<file path="config.mk">
export PLATFORM = sky130hd
export DESIGN_NAME = wrsu_top
export DESIGN_NICKNAME = d
export VERILOG_FILES = /design/src/design/wrsu_pkg.sv /design/src/design/wrsu_top.sv
export VERILOG_INCLUDE_DIRS = /design/src /design/src/design
export SDC_FILE = /design/constraint.sdc
export NUM_CORES = 1
export LEC_CHECK = 0
export BUFFER_PORTS_ARGS = -buffer_cell sky130_fd_sc_hd__clkbuf_2
export CORE_MARGIN = 2
export CORE_UTILIZATION = 44
export CTS_CLUSTER_DIAMETER = 60
export DETAILED_ROUTE_END_ITERATION = 10
export PLACE_DENSITY = 0.66
export SLEW_MARGIN = 30
export SYNTH_ARGS = -nofsm -noshare
export SYNTH_HDL_FRONTEND = slang
export SYNTH_SLANG_ARGS = --single-unit
export TNS_END_PERCENT = 30
</file>
<file path="constraint.sdc">
create_clock -name clk_i -period 2.98 [get_ports clk_i]
set_input_delay 0.149 -clock clk_i [delete_from_list [all_inputs] [get_ports clk_i]]
set_output_delay 0.149 -clock clk_i [all_outputs]
set_load 0.02 [all_outputs]
</file>
<file path="src/design/wrsu_cfg.svh">
// Offsets, field positions, reset values and timing counts of the watchdog unit
`ifndef WRSU_CFG_SVH
`define WRSU_CFG_SVH
// Register byte offsets
`define WRSU_CTRL_OFS   12'h000
`define WRSU_CMD_OFS    12'h004
`define WRSU_COUNT_OFS  12'h008
`define WRSU_IRQST_OFS  12'h00C
`define WRSU_IRQMSK_OFS 12'h010
// Control register fields
`define WRSU_PRESC_BIT  0
`define WRSU_BIDIR_BIT  1
`define WRSU_REL_LSB    8
`define WRSU_FLAG_LSB   16
`define WRSU_END_OF_INIT_INSTR_BIT  24
`define WRSU_DIS_BIT    25
// Command register bits
`define WRSU_CMD_SERV   0
`define WRSU_CMD_END_OF_INIT_INSTR  1
`define WRSU_CMD_SOFTWARE_RESET_INSTR   2
`define WRSU_CMD_DIS    3
// Reset values
`define WRSU_RELOAD_RST 8'h00
`define WRSU_CNT_RST    16'h0000
// Prescaler divide ratios
`define WRSU_DIV_SLOW   128
`define WRSU_DIV_FAST   2
// Timing: clock period, filter minimum and long threshold
`define WRSU_CLK_PS     8000
`define WRSU_TCL_PS     (`WRSU_CLK_PS / 2)
`define WRSU_FILT_NS    500
`define WRSU_MIN_TCL    4
`define WRSU_LONG_TCL   (1032 + 12)
`define WRSU_FILT_CYC   ((`WRSU_FILT_NS * 1000 + `WRSU_CLK_PS - 1) / `WRSU_CLK_PS)
`define WRSU_MIN_CYC    ((`WRSU_MIN_TCL * `WRSU_TCL_PS + `WRSU_CLK_PS - 1) / `WRSU_CLK_PS)
`define WRSU_SHORT_CYC  ((`WRSU_FILT_CYC > `WRSU_MIN_CYC) ? `WRSU_FILT_CYC : `WRSU_MIN_CYC)
`define WRSU_LONG_CYC   ((`WRSU_LONG_TCL * `WRSU_TCL_PS) / `WRSU_CLK_PS + `WRSU_SHORT_CYC)
`define WRSU_HOLD_CYC   512
`endif

</file>
<file path="src/design/wrsu_pkg.sv">
// Types shared by the watchdog and reset source unit
package wrsu_pkg;
  // Internal reset sequencer states
  typedef enum logic [0:0] {
    WRSU_RUN,
    WRSU_HOLD
  } wrsu_seq_t;
  // Reset cause flag vector: {pon, long, short, sw, wdt}
  typedef logic [4:0] wrsu_flags_t;
endpackage

</file>
<file path="src/design/wrsu_top.sv">
// Watchdog counter with reset source flags and APB register access
//
// Added by the designer: the register offsets and the APB slave port.
`include "wrsu_cfg.svh"
`timescale 1ns/1ps
`default_nettype none
module wrsu_top
  import wrsu_pkg::*;
#(
  parameter int HOLD_CYC = `WRSU_HOLD_CYC // Internal reset length
)(
  input  wire logic        clk_i,
  input  wire logic        rst_i,
  input  wire logic        psel_i,
  input  wire logic        penable_i,
  input  wire logic        pwrite_i,
  input  wire logic [11:0] paddr_i,
  input  wire logic [31:0] pwdata_i,
  output logic      [31:0] prdata_o,
  output logic             pready_o,
  output logic             pslverr_o,
  output logic             irq_o,
  input  wire logic        reset_input_pin_i,
  output logic             reset_input_pin_o,
  output logic             reset_input_pin_oe_o,
  input  wire logic        reset_mode_pin_i,
  output logic             reset_output_pin_n_o,
  output logic             int_reset_o
);

  localparam int LW = 10; // Low-width counter bits
  localparam logic [LW-1:0] SHORT_C = LW'(`WRSU_SHORT_CYC);
  localparam logic [LW-1:0] LONG_C  = LW'(`WRSU_LONG_CYC);
  localparam logic [9:0]    HOLD_C  = 10'(HOLD_CYC - 1);

  // Synchronisers for the two pins
  logic [2:0] rin_sync_ff;   // Reset input pin stages
  logic [2:0] mode_sync_ff;  // Reset mode pin stages
  logic       rin_ff;        // Filtered reset input level
  logic       mode_ff;       // Filtered reset mode level

  // Watchdog state
  logic [15:0] cnt_ff;       // Watchdog counter
  logic [6:0]  pre_ff;       // Prescaler
  logic [7:0]  reload_ff;    // Reload value field
  logic        presc_ff;     // Clock prescale select
  logic        bidir_ff;     // Bidir reset enable
  logic        end_of_init_instr_ff;     // End of init executed
  logic        dis_ff;       // Watchdog disabled
  wrsu_flags_t flags_ff;     // Reset cause flags

  // Reset sequencer
  wrsu_seq_t   seq_ff;
  logic [9:0]  hold_ff;      // Hold-time counter
  logic        drv_ff;       // Driving reset input pin
  logic [LW-1:0] low_ff;     // Low-width of input pulse

  // Interrupt registers
  logic [2:0]  ist_ff;       // Sticky status
  logic [2:0]  imsk_ff;      // Mask
  logic        irq_ff;

  // Bus output registers
  logic [31:0] rdata_ff;
  logic        ready_ff;
  logic        err_ff;

  // Bus decode
  wire acc    = psel_i & penable_i;
  wire done   = acc & ready_ff;
  wire wr     = done & pwrite_i;
  wire rd     = done & ~pwrite_i;
  wire a_ctrl = (paddr_i == `WRSU_CTRL_OFS);
  wire a_cmd  = (paddr_i == `WRSU_CMD_OFS);
  wire a_cnt  = (paddr_i == `WRSU_COUNT_OFS);
  wire a_ist  = (paddr_i == `WRSU_IRQST_OFS);
  wire a_imsk = (paddr_i == `WRSU_IRQMSK_OFS);
  wire a_hit  = a_ctrl | a_cmd | a_cnt | a_ist | a_imsk;

  // Command strobes, taken at the completing edge
  wire c_wr   = wr & a_cmd;
  wire c_serv = c_wr & pwdata_i[`WRSU_CMD_SERV];
  wire c_ein  = c_wr & pwdata_i[`WRSU_CMD_END_OF_INIT_INSTR];
  wire c_software_reset_instr = c_wr & pwdata_i[`WRSU_CMD_SOFTWARE_RESET_INSTR];
  wire c_dis  = c_wr & pwdata_i[`WRSU_CMD_DIS];

  // Prescaler tick: every 2 or 128 clocks
  wire [6:0] pre_top = presc_ff ? 7'(`WRSU_DIV_SLOW - 1)
                                : 7'(`WRSU_DIV_FAST - 1);
  wire tick  = (pre_ff >= pre_top);
  wire run   = (seq_ff == WRSU_RUN) & ~dis_ff;
  // Overflow is the wrap from all ones
  wire ovf   = run & tick & ~c_serv
             & (cnt_ff == 16'hFFFF);

  // Pin-driven hardware reset sequence
  wire hw_low  = ~rin_ff & mode_ff & ~drv_ff;
  wire hw_end  = ~hw_low & (low_ff != '0);
  wire is_shrt = (low_ff >= SHORT_C);
  wire is_long = (low_ff > LONG_C);
  // A recognised pin pulse resets counter and control fields but runs no hold sequence
  wire hw_rst  = hw_end & is_shrt;

  // Internal reset start from watchdog or software
  wire start   = ovf | c_software_reset_instr;
  wire seq_end = (seq_ff == WRSU_HOLD) & (hold_ff == HOLD_C);

  // Read data selection
  wire [31:0] ctrl_rd = {6'h00, dis_ff, end_of_init_instr_ff,
                         3'h0, flags_ff,
                         reload_ff, 6'h00, bidir_ff, presc_ff};
  wire [31:0] rsel = a_ctrl ? ctrl_rd
                   : a_cnt  ? {16'h0000, cnt_ff}
                   : a_ist  ? {29'h0, ist_ff}
                   : a_imsk ? {29'h0, imsk_ff}
                   : 32'h00000000;

  // Interrupt events: overflow, software reset, hw pulse seen
  wire [2:0] iev = {hw_end & is_shrt, c_software_reset_instr, ovf};
  wire       iclr = rd & a_ist;

  // Three-stage pin synchronisers
  always_ff @(posedge clk_i)
  begin
    if (rst_i)
    begin
      rin_sync_ff  <= 3'h7;
      mode_sync_ff <= 3'h0;
    end
    else
    begin
      rin_sync_ff  <= {rin_sync_ff[1:0], reset_input_pin_i};
      mode_sync_ff <= {mode_sync_ff[1:0], reset_mode_pin_i};
    end
  end

  // Filtered levels change once stages two and three agree
  always_ff @(posedge clk_i)
  begin
    if (rst_i)
    begin
      rin_ff  <= 1'b1;
      mode_ff <= 1'b0;
    end
    else
    begin
      if (rin_sync_ff[2] == rin_sync_ff[1])
        rin_ff <= rin_sync_ff[2];
      if (mode_sync_ff[2] == mode_sync_ff[1])
        mode_ff <= mode_sync_ff[2];
    end
  end

  // Prescaler, restarted on service
  always_ff @(posedge clk_i)
  begin
    if (rst_i || !run || tick || c_serv)
      pre_ff <= 7'h00;
    else
      pre_ff <= pre_ff + 7'h01;
  end

  // Watchdog counter
  always_ff @(posedge clk_i)
  begin
    if (rst_i || seq_ff == WRSU_HOLD || hw_rst)
      cnt_ff <= `WRSU_CNT_RST;
    else if (c_serv)
      cnt_ff <= {reload_ff, 8'h00};
    else if (run && tick)
      cnt_ff <= cnt_ff + 16'h0001;
  end

  // Control fields, returned to defaults by any reset
  always_ff @(posedge clk_i)
  begin
    if (rst_i || start || hw_rst)
    begin
      reload_ff <= `WRSU_RELOAD_RST;
      presc_ff  <= 1'b0;
      bidir_ff  <= 1'b0;
      end_of_init_instr_ff  <= 1'b0;
      dis_ff    <= 1'b0;
    end
    else
    begin
      if (wr && a_ctrl)
      begin
        // Software should rewrite this before servicing
        reload_ff <= pwdata_i[`WRSU_REL_LSB +: 8];
        presc_ff  <= pwdata_i[`WRSU_PRESC_BIT];
        bidir_ff  <= pwdata_i[`WRSU_BIDIR_BIT];
      end
      if (c_ein)
        end_of_init_instr_ff <= 1'b1;
      // Disable ignored once end of init has run
      if (c_dis && !end_of_init_instr_ff)
        dis_ff <= 1'b1;
    end
  end

  // Reset cause flags: {pon, long, short, sw, wdt}
  always_ff @(posedge clk_i)
  begin
    if (rst_i)
      flags_ff <= 5'b10000;
    else if (ovf)
      flags_ff <= 5'b00001;
    else if (c_software_reset_instr)
      flags_ff <= 5'b00010;
    else if (hw_end && is_shrt)
      flags_ff <= {1'b0, is_long, 3'b100};
    else if (c_ein)
      flags_ff <= 5'b00000;
  end

  // Width of a low pulse with mode pin high
  always_ff @(posedge clk_i)
  begin
    if (rst_i || !hw_low)
      low_ff <= '0;
    else if (low_ff != '1)
      low_ff <= low_ff + LW'(1);
  end

  // Internal reset sequencer
  always_ff @(posedge clk_i)
  begin
    if (rst_i)
    begin
      seq_ff  <= WRSU_RUN;
      hold_ff <= 10'h000;
      drv_ff  <= 1'b0;
    end
    else
    begin
      case (seq_ff)
        WRSU_RUN:
        begin
          hold_ff <= 10'h000;
          if (start)
          begin
            seq_ff <= WRSU_HOLD;
            // Drive input pin only if bidir on and mode high
            drv_ff <= bidir_ff & mode_ff;
          end
        end
        WRSU_HOLD:
        begin
          hold_ff <= hold_ff + 10'h001;
          if (seq_end)
          begin
            seq_ff <= WRSU_RUN;
            drv_ff <= 1'b0;
          end
        end
        default:
        begin
          seq_ff <= WRSU_RUN;
        end
      endcase
    end
  end

  // Interrupt status, mask and output
  always_ff @(posedge clk_i)
  begin
    if (rst_i)
    begin
      ist_ff  <= 3'h0;
      imsk_ff <= 3'h0;
      irq_ff  <= 1'b0;
    end
    else
    begin
      // New event wins over the read clear
      ist_ff <= (iclr ? 3'h0 : ist_ff) | iev;
      if (wr && a_imsk)
        imsk_ff <= pwdata_i[2:0];
      irq_ff <= |(ist_ff & imsk_ff);
    end
  end

  // APB slave: one wait state, error on unmapped address
  always_ff @(posedge clk_i)
  begin
    if (rst_i)
    begin
      ready_ff <= 1'b0;
      err_ff   <= 1'b0;
      rdata_ff <= 32'h00000000;
    end
    else if (acc && !ready_ff)
    begin
      ready_ff <= 1'b1;
      err_ff   <= ~a_hit;
      rdata_ff <= pwrite_i ? 32'h00000000 : rsel;
    end
    else
    begin
      ready_ff <= 1'b0;
      err_ff   <= 1'b0;
    end
  end

  // Outputs straight from flip-flops, except the input pin drive value, which is tied low
  assign prdata_o             = rdata_ff;
  assign pready_o             = ready_ff;
  assign pslverr_o            = err_ff;
  assign irq_o                = irq_ff;
  assign reset_input_pin_o    = 1'b0;

  // Pin and internal reset drive registers
  logic oe_ff;
  logic rout_n_ff;
  logic ires_ff;
  always_ff @(posedge clk_i)
  begin
    if (rst_i)
    begin
      oe_ff     <= 1'b0;
      rout_n_ff <= 1'b0;
      ires_ff   <= 1'b1;
    end
    else
    begin
      oe_ff     <= drv_ff & (seq_ff == WRSU_HOLD);
      // Output pin low during any internal reset
      rout_n_ff <= ~((seq_ff == WRSU_HOLD) | hw_low);
      ires_ff   <= (seq_ff == WRSU_HOLD) | hw_low;
    end
  end

  assign reset_input_pin_oe_o = oe_ff;
  assign reset_output_pin_n_o = rout_n_ff;
  assign int_reset_o          = ires_ff;

endmodule
`default_nettype wire

</file>
==> flow_metrics.tcl, run 1 <==
set metrics [dict create \
    status "finished clean" \
    cp_top_family "simple AND/OR/NAND/NOR gates" \
    crit_chain "inv_1 -> ha_1 -> nand4_1 -> a21oi_1 -> o211ai_1 -> or4b_2 -> a21oi_1" \
    wl_mm 10.9 \
    area_growth_pct 13.9 \
    cts_buffer_depth 2 \
    seq_area_sq_um 2100 \
    slowest_stage "or4b_2" \
    arrival_ns 2.68 \
    synth_edf_count 0 \
    synth_adder_area_share 0.0318 \
    hp-class "input pin to flip-flop" \
    gr-usage-all-layers 0.198 \
    syn_inst 507 \
    clk_latency_ns 0.37 \
    ant_nets 0 \
    firstDrtPassIters 5 \
    cts_sinks 105 \
    synth_compound_area_frac 0.163 \
    max_stage_delay_ns 0.70 \
    hold_start "pwdata_i[9]" \
    drc 0 \
    clkTransAtPathRegs_ns 0.10 \
    switchingPower_w 0.000712 \
    slew_headroom 0.506 \
    overflow 0 \
    htreeDepth 3 \
    fin_setup_tns_ns 0 \
    powerDensity_nw_per_um2 512 \
    swShare 0.259 \
    gp_congestion 0.909 \
    root_buffer "clkbuf_8" \
    crit_type "flip-flop to flip-flop" \
    multi_input_area_sq_um 2430 \
    fin_nets 633 \
    end_kind "flip-flop" \
    ys_seq_area_frac 0.445 \
    grt_max_degree 30 \
    die_w_microns 108 \
    synth-simple-area-share 0.227 \
    p_comb_frac 0.116 \
    antenna_cells 0 \
    grt_pass1_wl_mm 18.2 \
    fmaxAchievable_mhz 420 \
    p_int_w 0.00204 \
    rsz0062_at_grt "no" \
    vias 3931 \
    setup_viol 0 \
    slew_viol_final 0 \
    cp_common_cell "a21oi_1" \
    synth_top_family_by_area "simple AND/OR/NAND/NOR gates" \
    synthMuxAreaShare 0.0297 \
    antenna_found_initial 0 \
    layout_common_cells "105 x dfxtp_1, 67 x nor2_1, 59 x clkbuf_2, 30 x a21oi_1, 24 x nand2_1" \
    min_period_ns 2.38 \
    ys_types 61 \
    max_cap_viol_count 0 \
    holdWs_ns 0.0432 \
    grt_pass1_vias 3787 \
    p_clk_frac 0.352 \
    ioPinCount 90 \
    dp_hpwl_mm 7.93 \
    drive_gt1_frac 0.186 \
    drt_iter0_markers 239 \
    vdd_drop_max_mv 0.202 \
    fp.coreArea_sq_um 10400 \
    crit_buf_inv 1 \
    wire_per_inst_microns 15.4 \
    finish.utilization 0.518 \
    syn_avg_cell_area_sq_um 9.31 \
    synth-main-ff-cell "dfxtp_1" \
    finalPower_w 0.00275 \
    fin_area_sq_um 5380 \
    die_area_sq_um 11600 \
    layout_commonest_cell "dfxtp_1" \
    cp-start-kind "flip-flop" \
    die_h_microns 108 \
    cts_resized 0 \
    hold_viol_final 0 \
    via_per_inst 5.54 \
    start_util 0.455 \
    startpoint "presc_ff" \
    fin_skew_ns 0.0126 \
    port_buffers 59 \
    place_area_sq_um 5140 \
    synth-xor-area-share 0.0557 \
    required_ns 3.28 \
    yosysWarnings 0 \
    r2r-start "presc_ff" \
    seqPwrFrac 0.532 \
    synth_area_sq_um 4720 \
    worst_slew_pin_slew_ns 0.740 \
    fill_cells 958 \
    yosys_register_bits 105 \
    tritoncts "yes" \
    path_max_fanout 6 \
    p_leak_nw 2.03 \
    async_reset_ff_frac 0 \
    cts-buffers-inserted 9 \
    rows 37 \
    fin_crit_sh 0.798 \
]
[repair_timing]
item | 4_1_cts | 5_1_grt
hold buffers | 2 | 0
setup buffers | 0 | 0
hold endpoints to repair | 2 | 0
[synth_stat cells, types with 4 or more instances]
| cell | count | area share |
|---|---|---|
| a211oi_1 | 8 | 0.013 |
| a21oi_1 | 30 | 0.032 |
| a222oi_1 | 9 | 0.019 |
| a22oi_1 | 12 | 0.019 |
| a31oi_1 | 4 | 0.0053 |
| and3_1 | 11 | 0.015 |
| and4_1 | 4 | 0.0074 |
| buf_4 | 11 | 0.017 |
| clkbuf_1 | 11 | 0.0087 |
| dfxtp_1 | 105 | 0.45 |
| ha_1 | 12 | 0.032 |
| inv_1 | 16 | 0.013 |
| mux2i_1 | 14 | 0.030 |
| nand2_1 | 24 | 0.019 |
| nand3_1 | 20 | 0.021 |
| nand4_1 | 13 | 0.017 |
| nor2_1 | 67 | 0.053 |
| nor2b_1 | 5 | 0.0066 |
| nor3_1 | 8 | 0.0085 |
| nor3_2 | 8 | 0.017 |
| o2111ai_1 | 6 | 0.011 |
| o21ai_0 | 18 | 0.019 |
| or3_1 | 6 | 0.0080 |
| xnor2_1 | 13 | 0.024 |
| xor2_1 | 17 | 0.032 |
[flip-flops by register name, indices dropped and copies added, names as in the netlist, 3 cells and up]
| register | cells |
|---|---|
| rin_sync_ff | 3 |
| pre_ff | 7 |
| imsk_ff | 3 |
| low_ff | 10 |
| cnt_ff | 16 |
| prdata_o | 23 |
| flags_ff | 5 |
| hold_ff | 10 |
| ist_ff | 3 |
| reload_ff | 8 |
| mode_sync_ff | 3 |
[worst min-delay path: cells and delay by family]
family / cells / cell delay [ns]
muxes: 1 / 0.06
and+or+nand+nor: 1 / 0.09
buffers and inverters: 1 / 0.07
[cells by family (layout without fill, tap and decap cells)]
kind of cell               Yosys count  after routing
AOI/OAI and AO/OA                  110            110
xor gates and xnor gates            30             30
adders and majority gates           12             12
buffers and inverters               44            102
DFF                                105            105
muxes                               14             14
other                                1             10
and+or+nand+nor                    191            191
[final cells by class]
type,count,area share
Clock inverter,4,0.0142
Timing Repair Buffer,70,0.0735
Multi-Input combinational cell,367,0.451
Sequential cell,105,0.391
Inverter,17,0.0119
Tap cell,136,0.0316
Clock buffer,11,0.0263
[final timing paths]
check                                      end  slack (ns)  cells after the start
worst max register to register     flags_ff[0]        0.60                      7
worst min-delay path              reload_ff[1]        0.04                      3
worst min register to register  rin_sync_ff[1]        0.43                      1
worst max-delay path               flags_ff[0]        0.60                      7
[per-layer routing]
metal	vias to the layer above	global-route usage	wire (microns)	share of wire
met5	-	0	0	0
met4	0	0.0824	228	0.021
met3	18	0.0297	577	0.053
met2	113	0.322	5040	0.46
met1	1840	0.262	5100	0.47
li1	1960	-	-	-
[power by group through the flow]
| stage | clock (W) | sequential, W | combinational (W) |
|---|---|---|---|
| after global routing | 0.00105 | 0.00147 | 0.000354 |
| after CTS | 0.000989 | 0.00147 | 0.000317 |
| after global placement | 0 | 0.00150 | 0.000299 |
| after detailed placement | 0 | 0.00150 | 0.000312 |
| after floorplan | 0 | 0.00149 | 0.000221 |
| final | 0.000970 | 0.00147 | 0.000318 |
[stage by stage]
| step | instances | setup WS, ns |
|---|---|---|
| 2_1_floorplan | 516 | 0.708 |
| 3_3_place_gp | 693 | 0.697 |
| 3_5_place_dp | 693 | 0.660 |
| 4_1_cts | 710 | 0.630 |
| 5_1_grt | 710 | 0.411 |
| 6_report | 710 | 0.602 |
No activity file was read; power rests on OpenSTA's default activity.
==> inputs of run 2 (changes only) <==
clock period = 2.3 ns   (was 2.98 ns; I/O delays follow)
==> run 2 against run 1 <==
Critical path type unchanged. Global-route usage hardly changed. Clock skew is 0.0057 ns lower. Critical endpoint is now ist_ff[0]. Cell count is 1.3% higher. Non-clock buffer count is 9 higher. First-iteration DRC count is 4.6% lower. Clock-buffer cell count is 1 higher.
==> flow_metrics.tcl, run 2 (synthesis results as in run 1) <==
set metrics [dict create \
    finalPower_w 0.00355 \
    fin_skew_ns 0.00697 \
    vdd_drop_max_mv 0.254 \
    wl_mm 11.0 \
    status "finished clean" \
    overflow 0 \
    die_w_microns 108 \
    p_clk_frac 0.346 \
    p_int_w 0.00265 \
    antenna_found_initial 0 \
    arrival_ns 2.49 \
    fin_crit_sh 0.951 \
    seqPwrFrac 0.535 \
    path_max_fanout 6 \
    via_per_inst 5.47 \
    layout_common_cells "105 x dfxtp_1, 67 x nor2_1, 59 x clkbuf_2, 29 x a21oi_1, 24 x nand2_1" \
    die_h_microns 108 \
    drive_gt1_frac 0.204 \
    die_area_sq_um 11600 \
    cts_sinks 105 \
    p_comb_frac 0.119 \
    fmaxAchievable_mhz 457 \
    fin_setup_tns_ns 0 \
    powerDensity_nw_per_um2 651 \
    swShare 0.254 \
    start_util 0.455 \
    tritoncts "yes" \
    layout_commonest_cell "dfxtp_1" \
    gp_congestion 0.882 \
    fin_nets 642 \
    port_buffers 59 \
    switchingPower_w 0.000903 \
    ioPinCount 90 \
    area_growth_pct 15.6 \
    ant_nets 0 \
    gr-usage-all-layers 0.198 \
    root_buffer "clkbuf_8" \
    drt_iter0_markers 228 \
    vias 3931 \
    grt_pass1_vias 3706 \
    grt_pass1_wl_mm 18.1 \
    cp-start-kind "flip-flop" \
    rows 37 \
    largest_reg_flops 23 \
    grt_max_degree 43 \
    max_cap_viol_count 0 \
    required_ns 2.61 \
    cts_buffer_depth 2 \
    drc 0 \
    crit_type "flip-flop to flip-flop" \
    hp-class "input pin to flip-flop" \
    htreeDepth 3 \
    antenna_cells 0 \
    fp.coreArea_sq_um 10400 \
    setup_viol 0 \
    p_leak_nw 2.08 \
    min_period_ns 2.19 \
    end_kind "flip-flop" \
    dp_hpwl_mm 7.94 \
    wire_per_inst_microns 15.3 \
    hold_viol_final 0 \
    clkTransAtPathRegs_ns 0.09 \
    firstDrtPassIters 4 \
    fill_cells 996 \
    cts-buffers-inserted 9 \
    clk_latency_ns 0.37 \
    slew_viol_final 0 \
]
[run 2: timing repair]
action | 4_1_cts | 5_1_grt
endpoints found under the setup margin | 0 | 34
setup buffers | 0 | 0
gates resized for setup | 0 | 6
endpoints found under the hold margin | 3 | 0
hold buffers | 3 | 0
[run 2: power by group through the flow]
stage	logic (W)	registers, W	clock network, W
2_1_floorplan	0.000286	0.00193	0
3_3_place_gp	0.000389	0.00194	0
3_5_place_dp	0.000404	0.00194	0
4_1_cts	0.000410	0.00190	0.00126
5_1_grt	0.000472	0.00190	0.00132
6_report	0.000421	0.00190	0.00123
[run 2: final cells by class]
type,instances,area (sq um),share of cell area
repair buffers,79,465,0.0853
multi-input cells,367,2440,0.448
well taps,136,170,0.0312
inverters,17,63.8,0.0117
clock buffers,12,145,0.0266
flip-flops and latches,105,2100,0.385
clock inverters,3,65.1,0.0119
[run 2: final timing paths]
| check | depth (start not counted) | startpoint | slack [ns] | to |
|---|---|---|---|---|
| min reg2reg | 1 | rin_sync_ff[0] | 0.42 | rin_sync_ff[1] |
| min | 3 | pwdata_i[12] | 0.01 | reload_ff[4] |
| max reg2reg | 7 | presc_ff | 0.11 | ist_ff[0] |
| max | 7 | presc_ff | 0.11 | ist_ff[0] |
[run 2: worst max-delay path: stages (launching register included)]
cell	delay (ns)
dfxtp_1	0.38
inv_2	0.08
ha_1	0.33
nand4_1	0.15
a21oi_2	0.21
o211ai_1	0.15
or4b_2	0.67
a21oi_1	0.14
[run 2: metal layers]
layer | GRT usage | vias to the layer above | share of wire
met2 | 0.316 | 100 | 0.46
li1 | - | 1978 | -
met4 | 0.0751 | 0 | 0.019
met3 | 0.0387 | 14 | 0.046
met5 | 0 | - | 0
met1 | 0.266 | 1839 | 0.47
[run 2: metrics by stage]
| step | cells | worst slack (ns) | hold slack (ns) | utilization | area [sq um] |
|---|---|---|---|---|---|
| 3_5_place_dp | 701 | 0.0330 | 0.304 | 0.501 | 5200 |
| 5_1_grt | 719 | -0.00820 | 0.0100 | 0.526 | 5460 |
| 4_1_cts | 719 | 0.00904 | 0.00194 | 0.524 | 5440 |
| 2_1_floorplan | 516 | 0.0277 | 0.219 | - | 4750 |
| 6_report | 719 | 0.114 | 0.0133 | 0.526 | 5460 |
| 3_3_place_gp | 701 | 0.0980 | 0.304 | 0.501 | 5200 |
==> inputs of run 3 (changes only) <==
CORE_UTILIZATION = 45   (was 44)
PLACE_DENSITY = 0.67   (was 0.66)
==> run 3 against run 2 <==
Sequential power is essentially flat. Fmax is 1.2% higher. Combinational power is 1% higher. Register-to-register slack better by 0.03 ns. Highest routed layer unchanged. Die area fell by 2.1%. Worst hold slack got worse by 0.0043 ns. Non-clock buffer count stayed put. Global-route usage up 0.56 points.
==> flow_metrics.tcl, run 3 (synthesis results as in run 1) <==
set metrics [dict create \
    hold_viol_final 0 \
    clkTransAtPathRegs_ns 0.11 \
    antenna_cells 0 \
    wl_mm 11.1 \
    die_h_microns 106 \
    fin_crit_sh 0.939 \
    ioPinCount 90 \
    switchingPower_w 0.000971 \
    path_max_fanout 6 \
    grt_max_degree 32 \
    p_clk_frac 0.334 \
    root_buffer "clkbuf_8" \
    gp_congestion 0.868 \
    vias 4002 \
    drc 0 \
    hold_depth 3 \
    via_per_inst 5.56 \
    start_util 0.461 \
    fin_nets 642 \
    area_growth_pct 15.6 \
    port_buffers 59 \
    drive_gt1_frac 0.205 \
    gr-usage-all-layers 0.204 \
    layout_commonest_cell "dfxtp_1" \
    cp_top_family "compound AO/OA/AOI/OAI gates" \
    wire_per_inst_microns 15.5 \
    crit_buf_inv 1 \
    status "finished clean" \
    required_ns 2.57 \
    hp-class "input pin to flip-flop" \
    vdd_drop_max_mv 0.312 \
    fmaxAchievable_mhz 463 \
    end_kind "flip-flop" \
    crit_type "flip-flop to flip-flop" \
    die_w_microns 106 \
    dp_hpwl_mm 7.97 \
    max_stage_delay_ns 0.38 \
    cp-start-kind "flip-flop" \
    p_int_w 0.00253 \
    arrival_ns 2.43 \
    die_area_sq_um 11300 \
    tritoncts "yes" \
    htreeDepth 3 \
    largest_reg_flops 23 \
    dp.cells 700 \
    p_comb_frac 0.122 \
    grt_pass1_wl_mm 18.4 \
    fp.coreArea_sq_um 10200 \
    hold_start "pwdata_i[9]" \
    layout_common_cells "105 x dfxtp_1, 67 x nor2_1, 59 x clkbuf_2, 28 x a21oi_1, 24 x nand2_1" \
    holdPathEnd "reload_ff[1]" \
    r2r-start "presc_ff" \
    post-cts-setup-buffers 0 \
    rows 37 \
    seqPwrFrac 0.544 \
    cts-buffers-inserted 9 \
    setup_viol 0 \
    worst_r2r_path_depth 7 \
    clk_latency_ns 0.38 \
    slew_viol_final 0 \
    ff2ff_setup_slack_ns 0.14 \
    cp.depth 7 \
    grt_pass1_vias 3846 \
    crit_chain "inv_1 -> ha_1 -> nand4_1 -> a21oi_2 -> o2111ai_2 -> or3_1 -> a32o_1" \
    max_cap_viol_count 0 \
    swShare 0.278 \
    p_leak_nw 2.07 \
    cts_sinks 105 \
    ant_nets 0 \
    cts_buffer_depth 2 \
    min_period_ns 2.16 \
    antenna_found_initial 0 \
    firstDrtPassIters 5 \
    powerDensity_nw_per_um2 641 \
    final_cells 720 \
    r2r_end "drv_ff" \
    overflow 0 \
    finalPower_w 0.00350 \
    drt_iter0_markers 231 \
    finish.utilization 0.533 \
    slowest_stage "or3_1" \
    fin_skew_ns 0.0131 \
]
-- run 3: stage by stage --
stage / setup slack, ns / setup TNS, ns / instance area [sq um] / hold slack (ns)
2_1_floorplan: 0.0277 / 0 / 4750 / 0.219
3_3_place_gp: 0.0919 / 0 / 5190 / 0.306
3_5_place_dp: 0.0264 / 0 / 5190 / 0.305
4_1_cts: 0.0631 / 0 / 5440 / 0.00504
5_1_grt: -0.00400 / -0.00400 / 5450 / 0.0122
6_report: 0.140 / 0 / 5450 / 0.00900
-- run 3: worst reg2reg max path, stage by stage, from the launching register on --
cell and delay (ns):
dfxtp_1 0.37, inv_1 0.12, ha_1 0.33, nand4_1 0.15, a21oi_2 0.23, o2111ai_2 0.22
or3_1 0.38, a32o_1 0.25
-- run 3: power by group through the flow --
| stage | sequential (W) | clock, W | combinational, W |
|---|---|---|---|
| 2_1_floorplan | 0.00193 | 0 | 0.000286 |
| 3_3_place_gp | 0.00194 | 0 | 0.000389 |
| 3_5_place_dp | 0.00194 | 0 | 0.000400 |
| 4_1_cts | 0.00190 | 0.00120 | 0.000415 |
| 5_1_grt | 0.00191 | 0.00126 | 0.000470 |
| 6_report | 0.00190 | 0.00117 | 0.000425 |
-- run 3: layout make-up --
cell class	instances	area [sq um]
Inverter	17	63.8
Sequential cell	105	2100
Tap cell	136	170
Clock buffer	9	124
Clock inverter	7	77.6
Fill cell	927	4780
Timing Repair Buffer	79	468
Multi-Input combinational cell	367	2450
-- run 3: what timing repair did --
item	CTS	global route
setup endpoints to repair	1	15
hold endpoints to repair	4	0
gates resized for setup	2	4
cloned	0	0
hold buffers	4	0
-- run 3: how the worst max path moves through the flow --
stage | start | to
after floorplan | presc_ff | flags_ff[0]
after detailed placement | presc_ff | drv_ff
final | presc_ff | drv_ff
after CTS | presc_ff | ist_ff[0]
after global routing | presc_ff | cnt_ff[1]
after global placement | presc_ff | drv_ff
-- run 3: per-layer routing --
metal	GRT usage	share of wire	up-vias	routed length, microns
li1	-	-	1976	-
met1	0.271	0.47	1903	5220
met2	0.331	0.47	107	5180
met3	0.0368	0.049	16	549
met4	0.0770	0.016	0	182
met5	0	0	-	0
